`src/verilog/sml_pkg.sv`:
```
package sml_pkg;

  // Width of the device-mode strap field.
  localparam int unsigned SML_MODE_W = 5;

  // Mode codes that the decoder recognises.
  localparam logic [4:0] SML_MODE_PDOWN     = 5'h08;
  localparam logic [4:0] SML_MODE_FORCE_GIG = 5'h0a;
  localparam logic [4:0] SML_MODE_FORCE_FST = 5'h0b;
  localparam logic [4:0] SML_MODE_AN_ALL_S  = 5'h10;
  localparam logic [4:0] SML_MODE_AN_ALL_M  = 5'h11;
  localparam logic [4:0] SML_MODE_AN_GIG_S  = 5'h12;
  localparam logic [4:0] SML_MODE_AN_GIG_M  = 5'h13;
  localparam logic [4:0] SML_MODE_AN_FST    = 5'h14;
  localparam logic [4:0] SML_MODE_AN_FSTFD  = 5'h15;
  localparam logic [4:0] SML_MODE_EEE_S     = 5'h18;
  localparam logic [4:0] SML_MODE_EEE_M     = 5'h19;

  // Cycles after reset release before the synchronised straps are used.
  localparam logic [1:0] SML_SETTLE_CYC = 2'h2;

  // Register byte offsets, decoded on the low address bits.
  localparam int unsigned SML_ADDR_W     = 8;
  localparam logic [7:0]  SML_OFS_STATUS = 8'h00;
  localparam logic [7:0]  SML_OFS_CFG    = 8'h04;
  localparam logic [7:0]  SML_OFS_PDOWN  = 8'h08;

  // Status register field positions.
  localparam int unsigned SML_ST_MODE_LSB = 0;
  localparam int unsigned SML_ST_VALID    = 5;
  localparam int unsigned SML_ST_LATCHED  = 6;

  // Reset value of the mode code, and the word transfer size.
  localparam logic [4:0] SML_MODE_RST  = 5'h00;
  localparam logic [2:0] SML_HSIZE_WORD = 3'h2;

  // Decoded per-port operating settings, most significant field first.
  typedef struct packed {
    logic mode_valid;       // Code is one of the defined modes.
    logic power_down;       // Ports held in software power-down.
    logic pll_enable;       // Internal PLL kept running.
    logic aneg_enable;      // Auto-negotiation enabled.
    logic force_gig;        // Forced 1000 Mb/s full duplex.
    logic force_fast;       // Forced 100 Mb/s full duplex.
    logic force_master;     // Forced link acts as clock master.
    logic auto_crossover;   // Automatic crossover enabled.
    logic eee_adv;          // Energy-efficient operation advertised.
    logic gig_full_duplex;  // Advertise 1000 full duplex.
    logic gig_half_duplex;  // Advertise 1000 half duplex (never set).
    logic multi_port;       // Multi-port preference (else single).
    logic fast_full_duplex; // Advertise 100 full duplex.
    logic fast_half_duplex; // Advertise 100 half duplex.
    logic ten_full_duplex;  // Advertise 10 full duplex.
    logic ten_half_duplex;  // Advertise 10 half duplex.
    logic pause_adv;        // Advertise asymmetric and symmetric pause.
    logic cat3_cable;       // Category-3 cable for 10 Mb/s (else cat5).
  } sml_cfg_s;

  // Width of the settings vector as read over the bus.
  localparam int unsigned SML_CFG_W = $bits(sml_cfg_s);

endpackage

```
`src/verilog/sml_cfg_if.sv`:
```
`timescale 1ns/10ps
// Carries a mode code to the decoder and the decoded settings back.
interface sml_cfg_if;
  import sml_pkg::*;

  logic     [SML_MODE_W-1:0] mode; // Mode code to decode.
  sml_cfg_s                  cfg;  // Settings for that code.

  // Decoder side.
  modport dec (
    input  mode,
    output cfg
  );

  // Side that owns the latched code.
  modport user (
    output mode,
    input  cfg
  );
endinterface

```
`src/verilog/sml_mode_decode.sv`:
```
`timescale 1ns/10ps
// Turns a five-bit mode code into the per-port operating settings.
module sml_mode_decode (
  sml_cfg_if.dec bus
);
  import sml_pkg::*;

  // Base advertisement set shared by all the auto-negotiation modes.
  sml_cfg_s an_base;
  // Result of the code lookup.
  sml_cfg_s cfg_c;

  // Every negotiating mode enables negotiation, pause and crossover.
  always_comb begin
    an_base                = '0;
    an_base.mode_valid     = 1'b1;
    an_base.pll_enable     = 1'b1;
    an_base.aneg_enable    = 1'b1;
    an_base.auto_crossover = 1'b1;
    an_base.pause_adv      = 1'b1;
  end

  // Code lookup; 1000 half duplex is left clear in every branch.
  always_comb begin
    cfg_c = an_base;
    unique case (bus.mode)
      SML_MODE_PDOWN: begin
        // Ports powered down while the PLL keeps running.
        cfg_c                = '0;
        cfg_c.mode_valid     = 1'b1;
        cfg_c.power_down     = 1'b1;
        cfg_c.pll_enable     = 1'b1;
      end
      SML_MODE_FORCE_GIG, SML_MODE_FORCE_FST: begin
        // Forced link: no negotiation, crossover or EEE.
        cfg_c                = '0;
        cfg_c.mode_valid     = 1'b1;
        cfg_c.pll_enable     = 1'b1;
        cfg_c.force_gig      = ~bus.mode[0];
        cfg_c.force_master   = ~bus.mode[0];
        cfg_c.force_fast     = bus.mode[0];
      end
      SML_MODE_AN_ALL_S, SML_MODE_AN_ALL_M: begin
        // Everything but EEE, category-3 cable for 10 Mb/s.
        cfg_c.gig_full_duplex  = 1'b1;
        cfg_c.multi_port       = bus.mode[0];
        cfg_c.fast_full_duplex = 1'b1;
        cfg_c.fast_half_duplex = 1'b1;
        cfg_c.ten_full_duplex  = 1'b1;
        cfg_c.ten_half_duplex  = 1'b1;
        cfg_c.cat3_cable       = 1'b1;
      end
      SML_MODE_AN_GIG_S, SML_MODE_AN_GIG_M: begin
        // Gigabit full duplex only.
        cfg_c.gig_full_duplex  = 1'b1;
        cfg_c.multi_port       = bus.mode[0];
      end
      SML_MODE_AN_FST, SML_MODE_AN_FSTFD: begin
        // 100 Mb/s full duplex, plus half duplex for the even code.
        cfg_c.fast_full_duplex = 1'b1;
        cfg_c.fast_half_duplex = ~bus.mode[0];
      end
      SML_MODE_EEE_S, SML_MODE_EEE_M: begin
        // Recommended default sets, with EEE and cat5 cable.
        cfg_c.gig_full_duplex  = 1'b1;
        cfg_c.multi_port       = bus.mode[0];
        cfg_c.eee_adv          = 1'b1;
        cfg_c.fast_full_duplex = 1'b1;
        cfg_c.fast_half_duplex = 1'b1;
        cfg_c.ten_full_duplex  = 1'b1;
        cfg_c.ten_half_duplex  = 1'b1;
      end
      default: begin
        // Reserved code: flagged invalid, ports parked powered down.
        cfg_c                = '0;
        cfg_c.power_down     = 1'b1;
        cfg_c.pll_enable     = 1'b1;
      end
    endcase
  end

  // Hand the settings back.
  assign bus.cfg = cfg_c;

endmodule

```
`src/verilog/sml_strap_latch.sv`:
```
// Local design decisions: the AHB-Lite slave port and the placing of the registers.
`timescale 1ns/10ps
// Summary of operation
// - Straps captured on the third clock edge after reset release, then held.
// - Five-bit mode field sets all ports.
// - Code 01000: power-down, PLL kept running.
// - 01010/01011 force gigabit master or 100 full.
// - Gigabit half duplex is never advertised.
// - 10000 advertises all but EEE, cat3, single.
// - 0x18/0x19 advertise all speeds with EEE.
module sml_strap_latch #(
  parameter int unsigned NUM_PORTS = 4
) (
  input  wire logic                            hclk,
  input  wire logic                            hresetn,
  input  wire logic                            hsel,
  input  wire logic [31:0]                     haddr,
  input  wire logic [1:0]                      htrans,
  input  wire logic                            hwrite,
  input  wire logic [2:0]                      hsize,
  input  wire logic [31:0]                     hwdata,
  input  wire logic                            hready,
  output      logic                            hreadyout,
  output      logic [31:0]                     hrdata,
  output      logic                            hresp,
  input  wire logic [sml_pkg::SML_MODE_W-1:0]  mode_strap,
  output      sml_pkg::sml_cfg_s               cfg,
  output      logic [NUM_PORTS-1:0]            port_power_down,
  output      logic                            cfg_latched
);
  import sml_pkg::*;

  // Strap synchroniser stages; only the second stage is read by logic.
  logic     [SML_MODE_W-1:0] sync1_q;
  logic     [SML_MODE_W-1:0] sync2_q;
  // Cycles elapsed since reset release, saturating at the settle count.
  logic     [1:0]            settle_q;
  // Set once the straps have been captured; never clears until reset.
  logic                      latched_q;
  // Held mode code and its decoded settings.
  logic     [SML_MODE_W-1:0] mode_q;
  sml_cfg_s                  cfg_q;
  // Capture strobe, one cycle wide.
  logic                      capture;

  // Software power-down mask, one bit per port.
  logic     [NUM_PORTS-1:0]  pdown_q;
  logic     [NUM_PORTS-1:0]  pdown_d;
  // Port power-down outputs.
  logic     [NUM_PORTS-1:0]  port_pd_q;

  // Bus data-phase state for a pending write, and the registered read data.
  logic                      wr_q;
  logic     [SML_ADDR_W-1:0] waddr_q;
  logic     [31:0]           rdata_q;

  // Link to the decoder.
  sml_cfg_if cfg_bus ();

  // Decoder for the code being captured or held.
  sml_mode_decode u_decode (
    .bus (cfg_bus.dec)
  );

  // The decoder sees the synchronised pins until capture, then the held code.
  assign cfg_bus.mode = latched_q ? mode_q : sync2_q;

  // Capture happens once, after the synchroniser has filled with pin data.
  assign capture = ~latched_q && (settle_q == SML_SETTLE_CYC);

  // Two-flop synchroniser for the strap pins; the board is trusted to hold
  // them steady across the release, so all bits arrive together.
  always_ff @(posedge hclk or negedge hresetn) begin
    if (!hresetn) begin
      sync1_q <= SML_MODE_RST;
      sync2_q <= SML_MODE_RST;
    end else begin
      sync1_q <= mode_strap;
      sync2_q <= sync1_q;
    end
  end

  // Settle counter; it stops once the capture count is reached.
  always_ff @(posedge hclk or negedge hresetn) begin
    if (!hresetn) begin
      settle_q <= 2'h0;
    end else if (settle_q != SML_SETTLE_CYC) begin
      settle_q <= settle_q + 2'h1;
    end
  end

  // Capture the code and its settings, then hold both until next reset.
  always_ff @(posedge hclk or negedge hresetn) begin
    if (!hresetn) begin
      latched_q <= 1'b0;
      mode_q    <= SML_MODE_RST;
      cfg_q     <= '0;
    end else if (capture) begin
      latched_q <= 1'b1;
      mode_q    <= sync2_q;
      cfg_q     <= cfg_bus.cfg;
    end
  end

  // Ports power down by mode or by the software mask.
  always_ff @(posedge hclk or negedge hresetn) begin
    if (!hresetn) begin
      port_pd_q <= '0;
    end else begin
      port_pd_q <= {NUM_PORTS{cfg_q.power_down}} | pdown_q;
    end
  end

  assign cfg             = cfg_q;
  assign port_power_down = port_pd_q;
  assign cfg_latched     = latched_q;

  // ---- AHB-Lite slave: zero wait states, always OKAY. ----

  // Address-phase decode of a valid transfer; only writes must be word-sized.
  wire                  xfer   = hsel && htrans[1] && hready;
  wire                  wr_req = xfer && hwrite && (hsize == SML_HSIZE_WORD);
  wire                  rd_req = xfer && !hwrite;
  wire [SML_ADDR_W-1:0] aofs   = haddr[SML_ADDR_W-1:0];

  // Write data lands in the data phase; the next value is also forwarded
  // to a read whose address phase overlaps that data phase.
  assign pdown_d = (wr_q && (waddr_q == SML_OFS_PDOWN)) ?
                   hwdata[NUM_PORTS-1:0] : pdown_q;

  // Read words for each mapped register; unused bits read as zero.
  wire [31:0] st_word  = {25'h0, latched_q, cfg_q.mode_valid, mode_q};
  wire [31:0] cfg_word = {{(32-SML_CFG_W){1'b0}}, cfg_q};
  wire [31:0] pd_word  = {{(32-NUM_PORTS){1'b0}}, pdown_d};

  // Read select; an unmapped offset reads as zero.
  wire [31:0] rd_word = (aofs == SML_OFS_STATUS) ? st_word  :
                        (aofs == SML_OFS_CFG)    ? cfg_word :
                        (aofs == SML_OFS_PDOWN)  ? pd_word  : 32'h0;

  // Remember a write for its data phase.
  always_ff @(posedge hclk or negedge hresetn) begin
    if (!hresetn) begin
      wr_q    <= 1'b0;
      waddr_q <= '0;
    end else begin
      wr_q    <= wr_req;
      waddr_q <= aofs;
    end
  end

  // Read data is registered at the end of the address phase.
  always_ff @(posedge hclk or negedge hresetn) begin
    if (!hresetn) begin
      rdata_q <= 32'h0;
    end else if (rd_req) begin
      rdata_q <= rd_word;
    end
  end

  // Software power-down mask.
  always_ff @(posedge hclk or negedge hresetn) begin
    if (!hresetn) begin
      pdown_q <= '0;
    end else begin
      pdown_q <= pdown_d;
    end
  end

  assign hreadyout = 1'b1;
  assign hresp     = 1'b0;
  assign hrdata    = rdata_q;

  // ---- Checks placed beside the logic they guard. ----

  // Capture takes exactly the value that the synchroniser presented.
  a_capture_value: assert property (
    @(posedge hclk) disable iff (!hresetn)
    $rose(latched_q) |-> (mode_q == $past(sync2_q))
  ) else $error("Captured mode differs from synchronised straps.");

  // Capture happens on the third edge after reset release.
  a_capture_time: assert property (
    @(posedge hclk) disable iff (!hresetn)
    (settle_q == 2'h0) |-> ##3 latched_q
  ) else $error("Straps not captured three edges after release.");

  // Once captured, code and settings never change.
  a_held_config: assert property (
    @(posedge hclk) disable iff (!hresetn)
    latched_q |=> (latched_q && $stable(mode_q) && $stable(cfg_q))
  ) else $error("Held configuration changed after capture.");

  // Power-down mode reaches every port output on the following edge.
  a_pdown_mode: assert property (
    @(posedge hclk) disable iff (!hresetn)
    (latched_q && mode_q == SML_MODE_PDOWN) |=>
      (&port_power_down && cfg_q.pll_enable && !cfg_q.aneg_enable)
  ) else $error("Power-down mode not applied with PLL running.");

  // Forced codes switch off negotiation, crossover and EEE.
  a_forced_link: assert property (
    @(posedge hclk) disable iff (!hresetn)
    (latched_q && (mode_q == SML_MODE_FORCE_GIG ||
                   mode_q == SML_MODE_FORCE_FST)) |->
      (!cfg_q.aneg_enable && !cfg_q.auto_crossover && !cfg_q.eee_adv &&
       (cfg_q.force_gig == cfg_q.force_master) &&
       (cfg_q.force_fast == mode_q[0]) && (cfg_q.force_gig != mode_q[0]))
  ) else $error("Forced link mode decoded wrongly.");

  // Gigabit half duplex stays off whatever the code.
  a_no_gig_half: assert property (
    @(posedge hclk) disable iff (!hresetn)
    latched_q |-> !cfg_q.gig_half_duplex
  ) else $error("Gigabit half duplex advertised.");

  // Code 10000 gives the full set without EEE, cat3, single port.
  a_aneg_base: assert property (
    @(posedge hclk) disable iff (!hresetn)
    (latched_q && mode_q == SML_MODE_AN_ALL_S) |->
      (cfg_q.aneg_enable && cfg_q.gig_full_duplex && !cfg_q.multi_port &&
       cfg_q.fast_full_duplex && cfg_q.fast_half_duplex &&
       cfg_q.ten_full_duplex && cfg_q.ten_half_duplex && cfg_q.pause_adv &&
       cfg_q.cat3_cable && cfg_q.auto_crossover && !cfg_q.eee_adv)
  ) else $error("Code 10000 advertisement wrong.");

  // Default codes advertise everything with EEE and the port preference.
  a_eee_default: assert property (
    @(posedge hclk) disable iff (!hresetn)
    (latched_q && (mode_q == SML_MODE_EEE_S || mode_q == SML_MODE_EEE_M))
      |-> (cfg_q.eee_adv && cfg_q.gig_full_duplex &&
           cfg_q.fast_full_duplex && cfg_q.fast_half_duplex &&
           cfg_q.ten_full_duplex && cfg_q.ten_half_duplex &&
           (cfg_q.multi_port == mode_q[0]) && !cfg_q.cat3_cable)
  ) else $error("Default EEE advertisement wrong.");

  // The 100-only codes advertise neither 1000 full nor 10 full duplex.
  a_aneg_subset: assert property (
    @(posedge hclk) disable iff (!hresetn)
    (latched_q && mode_q[4:1] == SML_MODE_AN_FST[4:1]) |->
      (cfg_q.fast_full_duplex && (cfg_q.fast_half_duplex != mode_q[0]) &&
       !cfg_q.gig_full_duplex && !cfg_q.ten_full_duplex &&
       cfg_q.pause_adv && cfg_q.auto_crossover)
  ) else $error("Code 10100 or 10101 advertisement wrong.");

  // Reserved codes 0x00-0x07 and 0x09 are flagged invalid and keep the ports down.
  a_reserved_mode: assert property (
    @(posedge hclk) disable iff (!hresetn)
    (latched_q && (mode_q == 5'h09 || mode_q[4:3] == 2'h0)) |->
      (!cfg_q.mode_valid && cfg_q.power_down)
  ) else $error("Reserved mode not flagged invalid.");

  // Code 10001 is the 10000 set with the multi-port preference.
  a_aneg_multi: assert property (
    @(posedge hclk) disable iff (!hresetn)
    (latched_q && mode_q == SML_MODE_AN_ALL_M) |->
      (cfg_q.aneg_enable && cfg_q.gig_full_duplex && cfg_q.multi_port &&
       cfg_q.fast_full_duplex && cfg_q.fast_half_duplex &&
       cfg_q.ten_full_duplex && cfg_q.ten_half_duplex && cfg_q.pause_adv &&
       cfg_q.cat3_cable && cfg_q.auto_crossover && !cfg_q.eee_adv)
  ) else $error("Code 10001 advertisement wrong.");

  // Gigabit-only codes advertise no slower speed and keep the preference.
  a_gig_subset: assert property (
    @(posedge hclk) disable iff (!hresetn)
    (latched_q && mode_q[4:1] == SML_MODE_AN_GIG_S[4:1]) |->
      (cfg_q.gig_full_duplex && (cfg_q.multi_port == mode_q[0]) &&
       !cfg_q.fast_full_duplex && !cfg_q.fast_half_duplex &&
       !cfg_q.ten_full_duplex && !cfg_q.ten_half_duplex &&
       !cfg_q.eee_adv && cfg_q.pause_adv && cfg_q.auto_crossover)
  ) else $error("Code 10010 or 10011 advertisement wrong.");

  // Until capture the settings and the held code read as all zero.
  a_idle_before: assert property (
    @(posedge hclk) disable iff (!hresetn)
    !latched_q |-> (cfg_q == '0 && mode_q == SML_MODE_RST)
  ) else $error("Settings changed before the straps were captured.");

  // Reserved codes hold every port powered down from the next edge.
  a_reserved_ports: assert property (
    @(posedge hclk) disable iff (!hresetn)
    (latched_q && !cfg_q.mode_valid) |=> &port_power_down
  ) else $error("Reserved mode left a port powered up.");

  // Port pins follow the mode's power-down and the mask one edge later.
  a_port_follow: assert property (
    @(posedge hclk) disable iff (!hresetn)
    1'b1 |=> (port_power_down ==
              ({NUM_PORTS{$past(cfg_q.power_down)}} | $past(pdown_q)))
  ) else $error("Port power-down pins do not follow mode and mask.");

  // A word write to the mask register lands on the data-phase edge.
  a_pdown_write: assert property (
    @(posedge hclk) disable iff (!hresetn)
    (wr_q && waddr_q == SML_OFS_PDOWN) |=>
      (pdown_q == $past(hwdata[NUM_PORTS-1:0]))
  ) else $error("Power-down mask write lost.");

endmodule

```
`config.mk`:
```
export PLATFORM = sky130hd
export DESIGN_NAME = sml_strap_latch
export DESIGN_NICKNAME = d
export VERILOG_FILES = /design/src/verilog/sml_pkg.sv /design/src/verilog/sml_cfg_if.sv /design/src/verilog/sml_mode_decode.sv /design/src/verilog/sml_strap_latch.sv
export SDC_FILE = /design/constraint.sdc
export NUM_CORES = 1
export LEC_CHECK = 0
export BUFFER_PORTS_ARGS = -buffer_cell sky130_fd_sc_hd__buf_4
export CAP_MARGIN = 25
export CORE_MARGIN = 1
export CORE_UTILIZATION = 49
export DETAILED_ROUTE_END_ITERATION = 8
export PLACE_DENSITY = 0.88
export SLEW_MARGIN = 10
export SYNTH_ARGS = -nofsm -noshare
export SYNTH_HDL_FRONTEND = slang
export SYNTH_SLANG_ARGS = --single-unit
```
`constraint.sdc`:
```
create_clock -name hclk -period 3.3 [get_ports hclk]
set_clock_uncertainty 0.05 [all_clocks]
set_input_delay 0.66 -clock hclk [delete_from_list [all_inputs] [get_ports hclk]]
set_output_delay 0.66 -clock hclk [all_outputs]
set_load 0.02 [all_outputs]
```
==> metrics <==
post-synth cell types 46; wire length per cell 14.8 µm; Die Area 0.00589 mm²; Worst Hold Class reg2reg; Iter 0 DRT Violations 98; Post-synth EDFFs 0; row cnt 26; CP top delay family flip-flops; Area Growth Syn to Fin 22.9%; register area share after synthesis 56.7%; Pleak about 1.6 nW; routability cong. 0.903; layout cell share with drive strength beyond 1 34.8%; largest net degree at the start of global routing 63; hold slack approximately 0.30 ns; Placed Instances 351; vias 1902; slew at the pin closest to its max-slew limit 0.747 ns; starting density of the core 52.3%; Setup Crit Path Kind reg2out; Die Span Y 76.7 µm; fin nets 372; global route overflow 0; final-report max-slew violation count 0; number of global-route vias before repair 1868; DR pass1 iterations 4; CP max FO 17; Critical Path, Cell by Cell buf_4; # resized after CTS 0; IO Pins 136; Cells after Synth 232; Worst EP required 2.59 ns; # DRC 0; CTS Hold Bufs 0; n_diodes 0; final setup vio count 0; setup bufs post-CTS 0; final wirelength 5420 µm; Async SR Flop Fraction 100%; dpl hpwl 3840 µm; setup TNS 0 ns; all-layer global routing usage roughly 20%; total of max-cap violations 0; RSZ-0062 raised after global routing false; VDD IR max 0.289 mV; Max stage delay cell, worst path dfrtp_1; CTS tree done; first-pass GRT wire length 9130 µm; Worst R2R Setup Slack 1.41 ns; H-tree Lvls 3; pwr/cell area around 520 mW/mm²; Clk Tree Root Cell clkbuf_8; crit-path max cell delay 0.71 ns; synthesized area 0.00274 mm²; Final min period 2.00 ns; normalized max-slew margin approximately 50%; die width 76.7 µm; Setup crit end kind output port; CP Launch Type register; Hold Violations, Final 0; FMAX 0.500 GHz; core box area 0.00524 mm²; Port Buffers 64; initial antenna violation count 0; CP arrival 1.29 ns; Most used DFF post-synth dfrtp_1; Core Util, Final between 60% and 70%; CTS max path bufs 2; Num CTS Buffers 9; worst skew pair latency 0.33 ns; worst path bufs/invs 1; vias per inst ~5.2; Synth Area per Inst 11.8 µm²; fin crit share 60.6%; Yosys reg bits a little over 60; clock tree sinks 62; status finished, final reports clean; synth warn 0; antenna viol nets, final 0; clock-pin slew on the worst setup and hold paths 0.06 ns; post-route non-filler standard cell count 366
cells by family after synthesis:
family,count (synthesis),synth area share [%]
xor+xnor,1,0.320
flops,62,56.7
other cells,2,0.274
simple gates,69,14.9
buf+inv,37,9.19
mux,15,6.12
fa+ha+maj,2,0.868
compound gates,44,11.7
placed cells by master (no fill, tap or decap), types with 2 or more instances in the layout:
| cell type | instances |
|---|---|
| bufinv_16 | 2 |
| nand2_1 | 25 |
| clkinv_2 | 2 |
| clkbuf_8 | 11 |
| nand3_1 | 9 |
| a211oi_1 | 2 |
| nor3b_1 | 2 |
| nand2b_1 | 6 |
| or2b_1 | 3 |
| o21ai_0 | 5 |
| o21a_1 | 2 |
| buf_4 | 66 |
| mux2_2 | 10 |
| a21oi_1 | 8 |
| and3b_1 | 2 |
| o41ai_1 | 2 |
| nor3_1 | 2 |
| a22o_1 | 9 |
| nor2_1 | 6 |
| o31ai_1 | 9 |
| or2_2 | 5 |
| conb_1 | 18 |
| dfrtp_1 | 62 |
| inv_1 | 4 |
| mux2i_1 | 4 |
path summary, 6_finish.rpt:
path	endpoint	depth (start not counted)	from
min in group asynchronous	waddr_q[4]$_DFF_PN0_	1	hresetn
worst max register to register	cfg[16]$_DFFE_PN0P_	4	cfg_latched$_DFFE_PN0P_
worst min-delay path	sync2_q[1]$_DFF_PN0_	0	sync1_q[1]$_DFF_PN0_
worst max-delay path	cfg[15]	1	cfg_latched$_DFFE_PN0P_
worst min register to register	sync2_q[1]$_DFF_PN0_	0	sync1_q[1]$_DFF_PN0_
max in group asynchronous	hrdata[9]$_DFFE_PN0P_	1	hresetn
where the power goes:
group	leakage [nW]	switching (mW)	internal [mW]
Combinational	0.765	0.107	0.0781
Clock	0.115	0.277	0.459
Sequential	0.758	0.0268	0.796
cells in the mapped netlist (2+ instances only):
master    count  share of area, %
dfrtp_1      62                57
buf_4        25               6.9
nand2_1      25               3.4
mux2_2       10               4.1
a22o_1        9               2.9
nand3_1       9               1.6
o31ai_1       9               2.5
a21oi_1       8               1.5
nand2b_1      6               1.4
nor2_1        6              0.82
o21ai_0       5              0.91
or2_2         5               1.1
inv_1         4              0.55
mux2i_1       4               1.5
buf_2         3              0.55
or2b_1        3              0.82
a211oi_1      2              0.55
and3b_1       2              0.64
buf_6         2              0.82
clkbuf_1      2              0.27
conb_1        2              0.27
nor3_1        2              0.37
nor3b_1       2              0.55
o21a_1        2              0.55
o41ai_1       2              0.64
state kept, by name, summed over array words and instances (netlist names):
| register | flops |
|---|---|
| pdown_q | 4 |
| sync2_q | 5 |
| sync1_q | 5 |
| mode_q | 5 |
| cfg_latched | 1 |
| settle_q | 2 |
| wr_q | 1 |
| waddr_q | 8 |
| port_power_down | 4 |
| hrdata | 15 |
| cfg | 12 |
through the flow:
| step | area (µm²) | power [mW] | worst slack, ns |
|---|---|---|---|
| 2_1_floorplan | 2800 | 0.949 | 1.50 |
| 3_3_place_gp | 3140 | 1.02 | 1.10 |
| 3_5_place_dp | 3140 | 1.02 | 1.10 |
| 4_1_cts | 3370 | 1.76 | 1.29 |
| 5_1_grt | 3370 | 1.81 | 1.23 |
| 6_report | 3370 | 1.74 | 1.30 |
per-layer routing:
layer | global-route usage [%] | share of wire (%) | up-vias
met1 | 25.6 | 43 | 926
met4 | 10.2 | 2.7 | 0
met2 | 31.3 | 49 | 64
met5 | 0 | 0 | -
met3 | 6.67 | 5.2 | 15
li1 | - | - | 897
cell type report:
class | count | area (µm²)
clock buffer | 11 | 151
clock inverter | 4 | 70.1
fill | 416 | 1870
inverter | 4 | 15.0
multi-input combinational | 149 | 995
sequential | 62 | 1550
tap | 70 | 87.6
timing repair buffer | 66 | 495
Power figures use the tool's default switching activity.
